===== src/lpps_pkg.sv =====
// package: types and constants of the lcd panel power sequencer
package lpps_pkg;

	localparam int FRAME_STROBES = 2;
	localparam int STROBE_CNT_W = 2;
	localparam logic [STROBE_CNT_W-1:0] STROBE_CNT_RST = 2'h0;
	// idle pin levels: power not good, awake, no board reset, strobe low
	localparam logic [4:0] SYNC_IDLE = 5'h08;

	// power-down modes
	typedef enum logic [1:0] {
		LPPS_PD_SYSTEM = 2'h0,
		LPPS_PD_IDLE = 2'h1,
		LPPS_PD_GEN_EXT = 2'h2,
		LPPS_PD_GEN_INT = 2'h3
	} lpps_pd_mode_t;

	// sequencer states, one-hot
	typedef enum logic [2:0] {
		LPPS_OFF = 3'h1,
		LPPS_WAIT = 3'h2,
		LPPS_ON = 3'h4
	} lpps_state_t;

	// host and memory pins in normal operation
	typedef struct packed {
		logic [15:0] sys_data;
		logic sys_data_oe;
		logic bus_ready;
		logic irq;
		logic wide_memory_select;
		logic bios_rom_enable;
		logic high_buffer_dir;
		logic low_buffer_dir;
		logic [1:0] mem_oe_n;
		logic [3:0] mem_we_n;
		logic [8:0] mem_addr;
		logic [15:0] mem_data;
		logic mem_data_oe;
		logic palette_read_strobe;
		logic palette_write_strobe;
	} lpps_host_pins_t;

	// panel and video pins
	typedef struct packed {
		logic [3:0] upper_data;
		logic [3:0] lower_data;
		logic frame_toggle;
		logic frame_pulse;
		logic line_pulse;
		logic panel_shift_clk_x;
		logic panel_weight_clk;
		logic pixel_clk;
		logic red;
		logic green;
		logic blue;
	} lpps_video_pins_t;

	localparam logic [15:0] HOST_HIGH16 = 16'hFFFF;
	localparam logic [8:0] HOST_HIGH9 = 9'h1FF;
	localparam logic [3:0] HOST_HIGH4 = 4'hF;
	localparam logic [1:0] HOST_HIGH2 = 2'h3;

endpackage : lpps_pkg


===== src/lpps_sequencer.sv =====
// lcd panel power sequencer with power-down pin states
// Function
// - panel_select_n low while lcd is main display, else high.
// - lcd mode bit one drives panel_select_n low, zero drives high.
// - crt mode keeps both enables high through power-down.
// - system power-down: data buses tristated, control pins driven high.
// - any power-down: all video pins low, pixel clock normal except in system power-down.
`timescale 1ns/10ps
`default_nettype none
module lpps_sequencer import lpps_pkg::*; (
	// clock and reset
	input wire logic clk,
	input wire logic sys_rst,
	// motherboard pins
	input wire logic power_good,
	input wire logic sleep_request_n,
	input wire logic sleep_request_p,
	input wire logic board_reset,
	// display select register bit and power-down mode
	input wire logic lcd_mode,
	input wire lpps_pd_mode_t pd_mode,
	// frame strobe from the display timing
	input wire logic frame_pulse,
	// normal pin values from the core
	input wire lpps_host_pins_t host_core,
	input wire lpps_video_pins_t video_core,
	// panel power
	output logic panel_select_n,
	output logic panel_power_en_n,
	output logic backlight_en_n,
	// pins as driven
	output var lpps_host_pins_t host_pins,
	output var lpps_video_pins_t video_pins,
	output logic sleeping
);

	// ----------------------------------------
	// pin synchronisers
	// ----------------------------------------
	logic [4:0] sync_a;
	logic [4:0] sync_b;
	wire [4:0] raw_in = {power_good, sleep_request_n, sleep_request_p, board_reset, frame_pulse};

	always_ff @(posedge clk) begin
		if (sys_rst) begin
			// idle levels, so no false sleep or strobe follows reset
			sync_a <= SYNC_IDLE;
			sync_b <= SYNC_IDLE;
		end else begin
			sync_a <= raw_in;
			sync_b <= sync_a;
		end
	end

	wire pg_s = sync_b[4];
	wire sleep_n_s = sync_b[3];
	wire sleep_p_s = sync_b[2];
	wire brst_s = sync_b[1];
	wire fp_s = sync_b[0];

	logic fp_d;
	always_ff @(posedge clk) begin
		if (sys_rst)
			fp_d <= SYNC_IDLE[0];
		else
			fp_d <= fp_s;
	end
	wire fp_rise = fp_s && !fp_d;

	// ----------------------------------------
	// panel select and sequencing
	// ----------------------------------------
	// either polarity of the sleep request enters power-down
	wire pd_active = !sleep_n_s || sleep_p_s;
	wire any_reset = sys_rst || brst_s;

	always_ff @(posedge clk) begin
		if (sys_rst)
			panel_select_n <= 1'b1;
		else
			panel_select_n <= !lcd_mode;
	end

	wire hold_off = panel_select_n || pd_active || any_reset || !pg_s;
	wire strobes_done;

	lpps_strobe_count #(.TARGET(FRAME_STROBES)) u_count (
		.clk(clk),
		.sys_rst(sys_rst),
		.clear(hold_off),
		.strobe(fp_rise),
		.done(strobes_done)
	);

	lpps_state_t state;
	lpps_state_t next_state;

	always_comb begin
		next_state = state;
		case (state)
			LPPS_OFF: begin
				if (!hold_off)
					next_state = LPPS_WAIT;
			end
			LPPS_WAIT: begin
				if (hold_off)
					next_state = LPPS_OFF;
				else if (strobes_done)
					next_state = LPPS_ON;
			end
			LPPS_ON: begin
				if (hold_off)
					next_state = LPPS_OFF;
			end
			default: next_state = LPPS_OFF;
		endcase
	end

	always_ff @(posedge clk) begin
		if (sys_rst)
			state <= LPPS_OFF;
		else
			state <= next_state;
	end

	// combinational so power loss and sleep act at once
	assign panel_power_en_n = hold_off || (state != LPPS_ON);
	assign backlight_en_n = hold_off;
	assign sleeping = pd_active;

	// ----------------------------------------
	// power-down pin states
	// ----------------------------------------
	wire sys_pd = pd_active && (pd_mode == LPPS_PD_SYSTEM);
	lpps_host_pins_t host_pd;
	lpps_video_pins_t video_pd;

	always_comb begin
		host_pd = host_core;
		host_pd.sys_data_oe = 1'b0;
		host_pd.mem_data_oe = 1'b0;
		host_pd.bus_ready = 1'b1;
		host_pd.irq = 1'b1;
		host_pd.wide_memory_select = 1'b1;
		host_pd.bios_rom_enable = 1'b1;
		host_pd.high_buffer_dir = 1'b1;
		host_pd.low_buffer_dir = 1'b1;
		host_pd.mem_oe_n = HOST_HIGH2;
		host_pd.mem_we_n = HOST_HIGH4;
		host_pd.mem_addr = HOST_HIGH9;
		host_pd.sys_data = HOST_HIGH16;
		host_pd.palette_read_strobe = 1'b1;
		host_pd.palette_write_strobe = 1'b1;
		video_pd = '0;
		if (!sys_pd)
			video_pd.pixel_clk = video_core.pixel_clk;
	end

	always_ff @(posedge clk) begin
		if (sys_rst) begin
			host_pins <= '0;
			video_pins <= '0;
		end else begin
			host_pins <= sys_pd ? host_pd : host_core;
			video_pins <= pd_active ? video_pd : video_core;
		end
	end

	// ----------------------------------------
	// assertions
	// ----------------------------------------
	a_reset_holds_panel: assert property (@(posedge clk) sys_rst |-> ##1 panel_power_en_n)
		else $error("panel enabled right after reset");
	a_crt_keeps_off: assert property (@(posedge clk) disable iff (sys_rst)
		panel_select_n |-> panel_power_en_n && backlight_en_n)
		else $error("panel enabled in crt mode");
	a_pgood_drops_all: assert property (@(posedge clk) disable iff (sys_rst)
		!pg_s |-> panel_power_en_n && backlight_en_n)
		else $error("enable active without power good");
	a_sleep_drops_all: assert property (@(posedge clk) disable iff (sys_rst)
		pd_active |-> panel_power_en_n && backlight_en_n)
		else $error("enable active in power-down");
	a_panel_waits: assert property (@(posedge clk) disable iff (sys_rst)
		$fell(panel_power_en_n) |-> $past(state) == LPPS_WAIT && $past(strobes_done))
		else $error("panel enabled without two strobes");
	a_backlight_prompt: assert property (@(posedge clk) disable iff (sys_rst)
		!panel_select_n && pg_s && !pd_active && !brst_s |-> !backlight_en_n)
		else $error("backlight delayed");
	a_select_follows: assert property (@(posedge clk) disable iff (sys_rst)
		lcd_mode |=> !panel_select_n)
		else $error("panel select not following mode bit");
	a_sys_pd_pins: assert property (@(posedge clk) disable iff (sys_rst)
		sys_pd |=> !host_pins.sys_data_oe && host_pins.bus_ready && host_pins.mem_we_n == HOST_HIGH4)
		else $error("host pins wrong in system power-down");
	a_pd_video_low: assert property (@(posedge clk) disable iff (sys_rst)
		pd_active |=> !video_pins.red && !video_pins.panel_shift_clk_x)
		else $error("video pins active in power-down");
	a_leave_pd_wait: assert property (@(posedge clk) disable iff (sys_rst)
		$fell(pd_active) |-> panel_power_en_n [*3])
		else $error("panel enabled too soon after power-down");

	c_panel_on: cover property (@(posedge clk) disable iff (sys_rst) $fell(panel_power_en_n));
	c_sleep_entry: cover property (@(posedge clk) disable iff (sys_rst) state == LPPS_ON ##1 pd_active);
	c_power_loss: cover property (@(posedge clk) disable iff (sys_rst) state == LPPS_ON && !pg_s);
	c_crt_switch: cover property (@(posedge clk) disable iff (sys_rst) state == LPPS_ON ##1 panel_select_n);

endmodule : lpps_sequencer
`default_nettype wire


===== src/lpps_strobe_count.sv =====
// frame strobe counter with clear
`timescale 1ns/10ps
`default_nettype none
module lpps_strobe_count import lpps_pkg::*; #(
	parameter int TARGET = FRAME_STROBES
) (
	// clock and reset
	input wire logic clk,
	input wire logic sys_rst,
	// control
	input wire logic clear,
	input wire logic strobe,
	// status
	output logic done
);

	// target must fit the counter
	if (TARGET < 1 || TARGET > (2 ** STROBE_CNT_W) - 1) begin : g_bad_target
		$error("lpps_strobe_count: TARGET out of range");
	end

	logic [STROBE_CNT_W-1:0] count;
	localparam logic [STROBE_CNT_W-1:0] TGT = STROBE_CNT_W'(TARGET);
	wire at_target = (count == TGT);
	wire [STROBE_CNT_W-1:0] next_count = clear ? STROBE_CNT_RST :
		(strobe && !at_target) ? count + 2'h1 : count;

	always_ff @(posedge clk) begin
		if (sys_rst)
			count <= STROBE_CNT_RST;
		else
			count <= next_count;
	end

	assign done = at_target && !clear;

endmodule : lpps_strobe_count
`default_nettype wire


===== config.mk =====
export PLATFORM = sky130hd
export DESIGN_NAME = lpps_sequencer
export DESIGN_NICKNAME = d
export VERILOG_FILES = /design/src/lpps_pkg.sv /design/src/lpps_sequencer.sv /design/src/lpps_strobe_count.sv
export SDC_FILE = /design/constraint.sdc
export NUM_CORES = 1
export LEC_CHECK = 0
export ABC_AREA = 1
export BUFFER_PORTS_ARGS = -buffer_cell sky130_fd_sc_hd__buf_2
export CORE_AREA = 2 2 88 90
export DETAILED_ROUTE_END_ITERATION = 10
export DIE_AREA = 0 0 90 92
export PLACE_DENSITY = 0.74
export SLEW_MARGIN = 20
export SYNTH_ARGS = -nofsm -noshare
export SYNTH_HDL_FRONTEND = slang
export SYNTH_HIERARCHICAL = 1
export SYNTH_SLANG_ARGS = --single-unit

===== constraint.sdc =====
create_clock -name clk -period 1.2 [get_ports clk]
set_input_delay 0.12 -clock clk [delete_from_list [all_inputs] [get_ports clk]]
set_output_delay 0.12 -clock clk [all_outputs]
set_load 0.005 [all_outputs]

# After elaboration in Yosys (flattened, before gate mapping)
# Cells that the tools add are included.
dict set report op_classes {
  n_addsub 1
  n_eq_ne 8
  muxes 8
  reduce_logical 21
}
# operator count
set ops {}
lappend ops {{$mux W57} 1}
lappend ops {{$mux W3} 4}
lappend ops {{$pmux W3 S3} 1}
lappend ops {{$logic_not A1 Y1} 6}
lappend ops {{$logic_or A1 B1 Y1} 6}
lappend ops {{$ne A3 B3 Y1 const B} 2}
lappend ops {{$reduce_or A2 Y1} 3}
lappend ops {{$logic_and A1 B1 Y1} 4}
lappend ops {{$mux W4} 1}
lappend ops {{$ne A2 B2 Y1 const B} 2}
lappend ops {{$eq A3 B1 Y1 const B} 1}
lappend ops {{$eq A3 B2 Y1 const B} 1}
lappend ops {{$eq A3 B3 Y1 const B} 1}
lappend ops {{$reduce_and A3 Y1} 1}
lappend ops {{$add A2 B1 Y2 const B} 1}
lappend ops {{$eq A2 B2 Y1 const B} 1}
lappend ops {{$logic_not A2 Y1} 1}
lappend ops {{$mux W1} 1}
dict set report totals {
  reg_bits 91
  out_inout_bits 78
  wordCells 70
}

# Longest topological paths before layout
# Gate-level depths: netlist of the first run.
dict set report logic_depth {
  ltp_word 10
  mapped_depth 10
  depth_no_buf 10
}

# By module
# The synthesis of the first run kept the hierarchy.
# module instances cells_per_inst area_per_inst_um2
set modules_own_cells {}
lappend modules_own_cells {lpps_sequencer 1 305 2690.1}
lappend modules_own_cells {lpps_strobe_count 1 15 105.1}

# Worst setup path before layout of the first run
# Ideal clock, no wire load.
dict set report synth_timing {
  kind {reg-to-reg}
  start {register panel_select_n}
  end {register state[1]}
  setup_ns 0.110
  t_arrival_ns 1.070
  required_time_ns 1.090
  path_slack_ns 0.020
  path_stages_with_launch 11
  n_path_buf 0
  path_cell_list {dfxtp_1 nor2_1 nand2_1 nor2_4 inv_2 nor2_1 inv_1 nand3_1 nand3_1 nand2_1 nor2_1}
}
dict set report synth_via {
  elab_chain_cells 7
  elab_cells_between_ends 11
  cone_classes {3 x eq/ne; 2 x mux; 6 x reduce/logical}
}
# element line_no
set synth_lines {}
lappend synth_lines {{start: declaration} lpps_sequencer.sv:28} ;# output logic panel_select_n,
lappend synth_lines {{start signal: assignment} lpps_sequencer.sv:81} ;# panel_select_n <= !lcd_mode;
lappend synth_lines {{$logic_or A1 B1 Y1 (3 in a row)} lpps_sequencer.sv:84} ;# wire hold_off = panel_select_n || pd_active || any_reset || !pg_s;
lappend synth_lines {{named net backlight_en_n} lpps_sequencer.sv:30} ;# output logic backlight_en_n,
lappend synth_lines {{$logic_not A1 Y1} lpps_strobe_count.sv:35} ;# assign done = at_target && !clear;
lappend synth_lines {{$logic_and A1 B1 Y1} lpps_strobe_count.sv:35}
lappend synth_lines {{named net strobes_done} lpps_sequencer.sv:85} ;# wire strobes_done;
lappend synth_lines {{$ne A3 B3 Y1 (no line)} --}
lappend synth_lines {{$reduce_and A3 Y1 (no line)} --}
lappend synth_lines {{end signal: assignment} lpps_sequencer.sv:123} ;# state <= next_state;
lappend synth_lines {{end: declaration} lpps_sequencer.sv:95} ;# lpps_state_t state;
# The timed path passes the listed nets, and every way through them passes these cells.
# A chain may end at the register's enable or synchronous reset.

# Worst setup path in the final report of the first run
dict set report layout_timing {
  start {register panel_select_n}
  end {output port panel_power_en_n}
}
dict set report layout_via {
  elab_chain_cells 4
}
# element line_no
set layout_lines {}
lappend layout_lines {{$logic_or A1 B1 Y1 (3 in a row)} lpps_sequencer.sv:84}
lappend layout_lines {{$logic_or A1 B1 Y1} lpps_sequencer.sv:127} ;# assign panel_power_en_n = hold_off || (state != LPPS_ON);
lappend layout_lines {{end: declaration} lpps_sequencer.sv:29} ;# output logic panel_power_en_n,
# Every way passes these cells.

==> flow_summary_export.csv, run 1 <==
group,metric,value,unit
finish,drive_gt1_share,35.54,%
floorplan,pin_count,162,
critical_path,path_class,"reg2out",
synthesis,yosysMostFrequentCell,"inv_1",
finish,area_growth,68.62,%
critical_path,crit_path_end_kind,"primary output",
placement,dp_slack,0.05358,ns
sta,rsz0062_at_grt,"yes",
synthesis,synth_xor_xnor_area_share,0,%
floorplan,core,7447,µm²
sta,hold_violations,0,
sta,maxSlewViolCount,0,
synthesis,synth_largest_area_cell,"dfxtp_1",
power,total_power,6.211,mW
synthesis,synth_common_cells,"92 x inv_1, 91 x dfxtp_1, 52 x nor2_1, 41 x a21oi_1, 12 x nand2_1",
finish,instances_no_fill,662,
power,irDropWorstVdd,0.7505,mV
global_routing,grt_pass1_vias,2924,
detailed_routing,drcViolationCount,0,
sta,tns,-0.3220,ns
cts,cts_tree,"built",
floorplan,start_util,37.53,%
synthesis,synth_top_family_by_area,"buffers and inverters",
finish,final_area,4713,µm²
cts,clk_latency,0.34,ns
sta,clock_skew,0.008829,ns
placement,place_area,3745,µm²
floorplan,die_h,92,µm
detailed_routing,detail-route-antenna-nets,0,
global_routing,grt_pass1_wl,12.67,mm
min_path,min_path_type,"in2reg",
cts,cts_buffers,9,
detailed_routing,drt-vias-per-instance,4.156,
cts,cts.path.max_buffers,2,
synthesis,synthAdderAreaFrac,0.4476,%
power,pwr-share-seq,51.8,%
placement,io_buffers,161,
synthesis,ys_ff_latch,91,
synthesis,synth_nets,405,
power,internal_power,4.829,mW
detailed_routing,met1Wirelength,3.063,mm
synthesis,synthFlopType,"dfxtp_1",
synthesis,synth_edf_count,0,
global_routing,grt_antenna_before_repair,0,
sta,timing.final.crit_share,112.0,%
synthesis,synthArstFlopShare,0,%
floorplan,rows,32,
placement,dpl.cell_count,577,
floorplan,dieWidth,90,µm
finish,insertedDiodeCount,0,
sta,setup_ws,-0.1444,ns
synthesis,synth_cell_type_count,17,
synthesis,synth_area_per_cell,8.735,µm²
sta,post-route-min-period,1.344,ns
synthesis,synth_compound_area_share,7.565,%
run,cap_viol_max_count,0,
finish,fill_cells,619,
power,pwr-share-comb,11.6,%
power,netSwitchingFraction,22.25,%
cts,root_buffer,"clkbuf_8",
outcome,violations,"negative setup slack",
detailed_routing,first_iter_violations,59,
finish,post-route-util,63.29,%
sta,fmax,743.8,MHz
synthesis,synth_cells,320,
sta,max_slew_margin,79.66,%
synthesis,synth.top_cell.area_share,65.17,%
floorplan,dieArea,8280,µm²
global_routing,track_usage,19.18,%
placement,place.gp.congestion,0.7712,
cts,htreeDepth,3,
synthesis,seq_area_frac_synth,65.17,%
synthesis,yosysWarningCount,6,
detailed_routing,met2_length,4.021,mm
critical_path,cp.required,1.08,ns
detailed_routing,top_layer_used,"met4",
sta,setup_viol,4,
detailed_routing,wl_per_cell,12.00,µm
power,p_clk_share,36.5,%
outcome,outcome,"finished, violations left",
synthesis,synthTopCellsByArea,"dfxtp_1 65%, inv_1 12%, a21oi_1 7.3%",
detailed_routing,firstDrtPassIters,4,
synthesis,synth_mux_area_share,0,%
detailed_routing,via_count,2751,
power,leakage,2.592,nW
sta,holdWs,0.01283,ns
critical_path,worstPathMaxFanout,3,
power,p_per_area,1318,nW/µm²
critical_path,cp-start-kind,"flip-flop",
detailed_routing,wl_met3,542,µm
global_routing,grt_overflow,0,
cts,clock-sinks,91,
global_routing,grt_max_degree,68,
finish,nets,640,
critical_path,arrival,1.22,ns
power,netSwitchingPower,1.382,mW
placement,hpwlAfterDp,4.525,mm
detailed_routing,wirelength,7.945,mm
cts,cts.clk_slew.worst_paths,0.09,ns
synthesis,mappedNetlistArea,2795,µm²
synthesis,synthSimpleGateAreaFrac,12.13,%
sta,tightestPinTransition,0.3051,ns
-- worst max-delay path: stages, from the launching register on --
cell	delay (ns)
dfxtp_2	0.32
nor2_1	0.08
nand2_1	0.09
nor2_4	0.11
buf_6	0.12
nand2_4	0.04
buf_6	0.11
-- power groups by stage --
stage	sequential [mW]	clock [mW]	combinational, mW
finish	3.22	2.27	0.722
global route	3.24	2.48	0.795
CTS	3.22	2.34	0.707
detailed placement	3.29	0	0.537
global placement	3.28	0	0.525
floorplan	3.32	0	0.185
-- metal layers --
layer	track usage, %	up-vias
met3	5.505	28
li1	-	1383
met5	0	-
met4	10.51	0
met2	35.53	136
met1	19.33	1204
-- layout by cell type, fill, tap and decap left out, types with 3 or more instances in the layout --
master,n
buf_2,159
inv_1,91
dfxtp_1,89
dlygate4sd3_1,67
nor2_1,52
a21oi_1,41
nand2_1,12
clkbuf_8,10
nand3_1,7
buf_6,5
inv_2,4
buf_4,3
-- timing repair --
action / in CTS / in global routing
pin swaps: 5 / 0
hold endpoints to repair: 66 / 1
gates resized for setup: 10 / 2
buffers inserted: 2 / 0
gates cloned: 0 / 0
hold buffers: 66 / 1
setup endpoints to repair: 2 / 7
-- state kept, by name, indices dropped and copies added (netlist names) --
| signal | count |
|---|---|
| state | 3 |
| u_count/count | 2 |
| host_pins | 57 |
| panel_select_n | 1 |
| sync_a | 5 |
| fp_d | 1 |
| sync_b | 5 |
| video_pins | 17 |
-- final timing paths --
path / start / endpoint / slack (ns) / cells after the start
worst max-delay path: panel_select_n / panel_power_en_n / -0.14 / 6
worst min-delay path: host_core[45] / host_pins[45] / 0.01 / 3
worst max register to register: panel_select_n / state[2] / -0.03 / 10
worst min register to register: sync_a[4] / sync_b[4] / 0.40 / 2
-- cell families (layout without fill, tap and decap cells) --
| kind of cell | after synthesis | in the layout |
|---|---|---|
| compound gates | 42 | 42 |
| fa+ha+maj | 1 | 1 |
| simple gates | 79 | 79 |
| buf+inv | 107 | 347 |
| flops | 91 | 91 |
-- layout make-up --
type	instances	area (µm²)	area share, %
Inverter	95	356.6	7.566
Clock buffer	10	137.6	2.920
Timing Repair Buffer	236	1585	33.63
Tap cell	102	127.6	2.708
Multi-Input combinational cell	122	593.1	12.58
Clock inverter	6	88.84	1.885
Sequential cell	91	1824	38.70
Power figures use the tool's default switching activity.
==> run 2: changes to the inputs <==
--- a/config.mk
+++ b/config.mk
@@ -7,10 +7,10 @@
 export LEC_CHECK = 0
 export ABC_AREA = 1
 export BUFFER_PORTS_ARGS = -buffer_cell sky130_fd_sc_hd__buf_2
-export CORE_AREA = 2 2 88 90
+export CORE_AREA = 2 2 84 86
 export DETAILED_ROUTE_END_ITERATION = 10
-export DIE_AREA = 0 0 90 92
-export PLACE_DENSITY = 0.74
+export DIE_AREA = 0 0 86 88
+export PLACE_DENSITY = 0.77
 export SLEW_MARGIN = 20
 export SYNTH_ARGS = -nofsm -noshare
 export SYNTH_HDL_FRONTEND = slang
==> constraint.sdc (replaced) <==
create_clock -name clk -period 1.5 [get_ports clk]
set_input_delay 0.15 -clock clk [delete_from_list [all_inputs] [get_ports clk]]
set_output_delay 0.15 -clock clk [all_outputs]
set_load 0.005 [all_outputs]
==> flow_summary_export.csv, run 2 (same netlist as run 1, synthesis figures left out) <==
group,metric,value,unit
sta,setup_ws,0.1048,ns
finish,final_common_cell,"buf_2",
sta,rsz0062_at_grt,"no",
finish,nets,600,
cts,clk_latency,0.34,ns
cts,cts.clk_slew.worst_paths,0.08,ns
floorplan,rows,30,
sta,fmax,716.7,MHz
detailed_routing,drcViolationCount,0,
sta,hold_violations,0,
global_routing,grt_max_degree,68,
placement,place.gp.congestion,0.7958,
finish,drive_gt1_share,36.42,%
critical_path,regToRegSetupSlack,0.18,ns
finish,largest_reg_flops,57,
critical_path,cp.required,1.35,ns
critical_path,crit_path_end_kind,"primary output",
floorplan,start_util,42.07,%
sta,maxSlewViolCount,0,
min_path,holdPathEnd,"video_pins[3]",
cts,clock-sinks,91,
finish,top_register,"host_pins",
cts,cts.path.max_buffers,2,
power,irDropWorstVdd,0.6843,mV
detailed_routing,drt-vias-per-instance,4.150,
floorplan,die_h,88,µm
min_path,hp-start,"video_core[3]",
cts,cts_tree,"built",
cts,post_cts_buffers,0,
critical_path,worstPathMaxFanout,4,
detailed_routing,via_count,2486,
sta,max_slew_margin,80.45,%
min_path,min_path_type,"in2reg",
finish,final_cell_mix,"161 x buf_2, 92 x inv_1, 91 x dfxtp_1, 52 x nor2_1, 41 x a21oi_1",
finish,area_growth,50.31,%
placement,dp_slack,0.1801,ns
placement,hpwlAfterDp,4.521,mm
critical_path,arrival,1.25,ns
sta,tns,0,ns
placement,io_buffers,161,
sta,clock_skew,0.006043,ns
detailed_routing,wirelength,6.568,mm
power,netSwitchingFraction,22.07,%
floorplan,dieWidth,86,µm
critical_path,r2r_cells,10,
global_routing,track_usage,17.61,%
sta,timing.final.crit_share,93.01,%
critical_path,cp-start-kind,"flip-flop",
global_routing,grt_pass1_wl,10.32,mm
global_routing,grt_overflow,0,
critical_path,reg2reg_to,"state[1]",
outcome,outcome,"completed",
power,p_clk_share,34.9,%
power,pwr-share-seq,54.8,%
detailed_routing,detail-route-antenna-nets,0,
power,internal_power,3.662,mW
run,cap_viol_max_count,0,
power,leakage,2.377,nW
detailed_routing,firstDrtPassIters,4,
placement,dpl.cell_count,553,
detailed_routing,wl_per_cell,10.96,µm
finish,reg.largest.list,"host_pins (57), video_pins (17)",
power,netSwitchingPower,1.037,mW
detailed_routing,first_iter_violations,31,
power,p_per_area,1119,nW/µm²
critical_path,path_class,"reg2out",
sta,post-route-min-period,1.395,ns
floorplan,dieArea,7568,µm²
sta,tightestPinTransition,0.2910,ns
power,pwr-share-comb,10.3,%
sta,setup_viol,0,
cts,htreeDepth,3,
cts,root_buffer,"clkbuf_8",
finish,instances_no_fill,599,
min_path,hold_depth,3,
critical_path,r2r_start,"panel_select_n",
global_routing,grt_antenna_before_repair,0,
finish,insertedDiodeCount,0,
global_routing,grt_pass1_vias,2419,
floorplan,core,6644,µm²
cts,cts_buffers,9,
floorplan,pin_count,162,
[run 2: how the worst max path moves through the flow]
stage | start | end | cells past startpoint
after floorplan | panel_select_n | state[1] | 10
after global placement | panel_select_n | state[1] | 10
after detailed placement | panel_select_n | state[1] | 10
after CTS | panel_select_n | panel_power_en_n | 5
after global routing | panel_select_n | panel_power_en_n | 5
final | panel_select_n | panel_power_en_n | 5
[run 2: per-stage QoR]
step                utilization (%)  total power [mW]  hold WS, ns  instance area, µm²
floorplan                         -             2.800       0.2189                2795
global placement              55.54             3.042       0.3241                3690
detailed placement            55.54             3.056       0.3220                3690
CTS                           63.24             4.760    0.0004690                4202
global route                  63.24             4.930      0.01015                4202
finish                        63.24             4.700      0.02203                4202
[run 2: critical path, cell delays in order, from the launching register on]
cell,delay [ns]
dfxtp_1,0.32
nor2_1,0.10
nand2_1,0.09
nor2_4,0.17
nand2_2,0.08
buf_2,0.14
[run 2: power groups by stage]
stage | Sequential [mW] | Combinational, mW | Clock (mW)
after floorplan | 2.65 | 0.148 | 0
after global placement | 2.63 | 0.414 | 0
after detailed placement | 2.63 | 0.423 | 0
after CTS | 2.58 | 0.486 | 1.70
after global routing | 2.59 | 0.547 | 1.80
final | 2.58 | 0.483 | 1.64
[run 2: cell type report]
class / instances / area [µm²]
Fill cell: 562 / 2442
Inverter: 95 / 356.6
Clock inverter: 4 / 50.05
Multi-Input combinational cell: 122 / 563.0
Tap cell: 80 / 100.1
Clock buffer: 11 / 151.4
Timing Repair Buffer: 196 / 1159
Sequential cell: 91 / 1822
[run 2: what timing repair did]
| item | 4_1_cts | 5_1_grt |
|---|---|---|
| hold endpoints to repair | 31 | 0 |
| hold buffers | 31 | 0 |
| resized for setup | 0 | 0 |
[run 2: metal layers]
metal  GRT usage, %  part of all wire [%]
met5              0                     0
met4          8.225                   1.6
met3          6.786                   9.4
met2          33.26                    51
met1          16.72                    38
==> run 3: changes to the inputs <==
--- a/config.mk
+++ b/config.mk
@@ -5,14 +5,12 @@
 export SDC_FILE = /design/constraint.sdc
 export NUM_CORES = 1
 export LEC_CHECK = 0
-export ABC_AREA = 1
 export BUFFER_PORTS_ARGS = -buffer_cell sky130_fd_sc_hd__buf_2
 export CORE_AREA = 2 2 84 86
 export DETAILED_ROUTE_END_ITERATION = 10
 export DIE_AREA = 0 0 86 88
-export PLACE_DENSITY = 0.77
-export SLEW_MARGIN = 20
+export PLACE_DENSITY = 0.76
+export SLEW_MARGIN = 0
 export SYNTH_ARGS = -nofsm -noshare
 export SYNTH_HDL_FRONTEND = slang
-export SYNTH_HIERARCHICAL = 1
 export SYNTH_SLANG_ARGS = --single-unit
==> flow_summary_export.csv, run 3 <==
group,metric,value,unit
critical_path,cp.required,1.35,ns
global_routing,grt_max_degree,71,
detailed_routing,drt-vias-per-instance,4.329,
outcome,violations,"negative setup slack",
synthesis,synth_cells,254,
critical_path,cp_cell_sequence,"nor4b_4, nand2_2, or3_1, buf_2",
finish,area_growth,45.51,%
placement,place.gp.congestion,0.7290,
synthesis,synth_cell_type_count,23,
min_path,min_path_type,"in2reg",
sta,clock_skew,0.008426,ns
critical_path,cp-startpoint,"sync_b[1]",
synthesis,mappedNetlistArea,2733,µm²
critical_path,cpLargestDelayFamily,"simple AND/OR/NAND/NOR gates",
global_routing,grt_pass1_vias,2197,
global_routing,grt_pass1_wl,9.625,mm
power,total_power,4.487,mW
sta,tightestPinTransition,0.4989,ns
run,cap_viol_max_count,0,
detailed_routing,firstDrtPassIters,4,
synthesis,yosysMostFrequentCell,"dfxtp_1",
synthesis,ys_ff_latch,91,
sta,fmax,617.2,MHz
global_routing,grt_overflow,0,
global_routing,track_usage,16.51,%
finish,fill_cells,584,
sta,maxSlewViolCount,0,
detailed_routing,first_iter_violations,46,
detailed_routing,wirelength,6.213,mm
detailed_routing,wl_per_cell,11.97,µm
power,leakage,2.089,nW
sta,max_slew_margin,66.70,%
finish,nets,519,
synthesis,seq_area_frac_synth,66.67,%
synthesis,synthFlopType,"dfxtp_1",
cts,cts_buffers,9,
floorplan,start_util,41.13,%
cts,htreeDepth,3,
detailed_routing,via_count,2247,
cts,cts_tree,"built",
cts,root_buffer,"clkbuf_8",
synthesis,synthTopCellsByArea,"dfxtp_1 67%, a21oi_1 7.1%, nor2b_1 5.7%",
sta,setup_viol,1,
synthesis,synth.top_cell.area_share,66.67,%
floorplan,dieArea,7568,µm²
sta,timing.final.crit_share,108.0,%
critical_path,r2r_start,"sync_b[3]",
placement,hpwlAfterDp,4.095,mm
floorplan,rows,30,
critical_path,cp-start-kind,"flip-flop",
power,p_per_area,1128,nW/µm²
synthesis,synth_largest_area_cell,"dfxtp_1",
floorplan,pin_count,162,
finish,top_register,"host_pins",
detailed_routing,drcViolationCount,0,
finish,drive_gt1_share,43.05,%
sta,hold_violations,0,
synthesis,synth_edf_count,0,
finish,reg.largest.list,"host_pins (57), video_pins (17)",
placement,dpl.cell_count,484,
power,irDropWorstVdd,0.5877,mV
finish,instances_no_fill,519,
floorplan,die_h,88,µm
critical_path,arrival,1.47,ns
finish,largest_reg_flops,57,
detailed_routing,detail-route-antenna-nets,0,
cts,clk_latency,0.34,ns
critical_path,cpMaxStageDelayCell,"dfxtp_2",
synthesis,synth_common_cells,"91 x dfxtp_1, 41 x inv_1, 39 x a21oi_1, 25 x nor2b_1, 16 x and2_1",
finish,multi_input_area,675.6,µm²
critical_path,regToRegSetupSlack,0.22,ns
min_path,hp-start,"host_core[4]",
critical_path,max_stage_delay,0.33,ns
cts,clock-sinks,91,
sta,rsz0062_at_grt,"yes",
synthesis,synth_nets,339,
critical_path,crit_path_end_kind,"primary output",
critical_path,worstPathMaxFanout,2,
finish,insertedDiodeCount,0,
cts,cts.clk_slew.worst_paths,0.08,ns
finish,final_cell_mix,"161 x buf_2, 89 x dfxtp_1, 41 x inv_1, 39 x a21oi_1, 25 x nor2b_1",
synthesis,synthArstFlopShare,0,%
critical_path,path_class,"reg2out",
synthesis,synth_area_per_cell,10.76,µm²
placement,io_buffers,161,
critical_path,path_buf_inv,1,
cts,cts.path.max_buffers,2,
finish,final_common_cell,"buf_2",
sta,setup_ws,-0.1203,ns
synthesis,yosysWarningCount,0,
floorplan,core,6644,µm²
global_routing,grt_antenna_before_repair,0,
outcome,outcome,"finished, violations left",
finish,regArea,1824,µm²
sta,post-route-min-period,1.620,ns
floorplan,dieWidth,86,µm
run 3: cell count changes in the layout (fill, tap and decap cells not counted), moves of 3 or more:
cell,delta
and3b_1,+3
nor2_1,-48
inv_2,-3
nor2b_1,+25
dlygate4sd3_1,-12
nand2_1,-12
inv_1,-51
nand3_1,-7
and2_1,+16
run 3: repair_timing:
action                                 CTS  global route
gates resized for setup                  2             3
setup endpoints to repair                2            19
pin swaps                                3             0
endpoints found under the hold margin   18             1
hold buffers                            18             1
setup buffers                            0             0
gates cloned                             0             0
run 3: worst reg2reg max path: cells and delay by family, from the launching register on:
family,cells,cell delay [ns]
simple gates,3,0.68
flops,1,0.31
buf+inv,1,0.19
run 3: report_power, final:
group	total, mW	internal, mW	switching (mW)
Sequential	2.58	2.54	0.0317
Combinational	0.444	0.256	0.187
Clock	1.47	0.644	0.823
run 3: cell type report:
cell class              instances  area share [%]
flip-flops and latches         91           45.88
repair buffers                183           26.24
multi-input cells             108           16.99
inverters                      41           3.870
clock buffers                  10           3.461
well taps                      80           2.517
clock inverters                 6           1.038
run 3: cells by family after synthesis:
kind of cell	Yosys count	synth area share, %
buf+inv	55	9.203
flops	91	66.67
mux	1	0.3663
fa+ha+maj	1	0.4578
simple gates	62	14.70
xor+xnor	2	0.6411
compound gates	42	7.967
run 3: routing by layer:
layer  GRT usage [%]  vias to the layer above  part of all wire (%)
met4           7.215                        0                   1.3
met2           28.33                      127                    46
met1           17.24                      982                    40
li1                -                     1131                     -
met5               0                        -                     0
met3           8.011                        7                    13
run 3: metrics by stage:
stage                     setup TNS [ns]  util, %  worst slack [ns]  hold slack [ns]  instance area (µm²)
after detailed placement               0    54.01           0.08672           0.3294                 3588
after global placement                 0    54.01            0.1655           0.3360                 3588
after CTS                        -0.1783    59.57           -0.1704        0.0007870                 3958
after floorplan                        0        -            0.2573           0.2237                 2733
final                            -0.1203    59.85           -0.1203          0.01270                 3976
after global routing             -0.3031    59.85           -0.2423         0.001125                 3976
run 3: path summary, 6_finish.rpt:
check	end	depth (start not counted)
worst max-delay path	panel_power_en_n	4
worst min-delay path	host_pins[4]	2
worst min register to register	sync_b[3]	1
worst max register to register	video_pins[3]	4
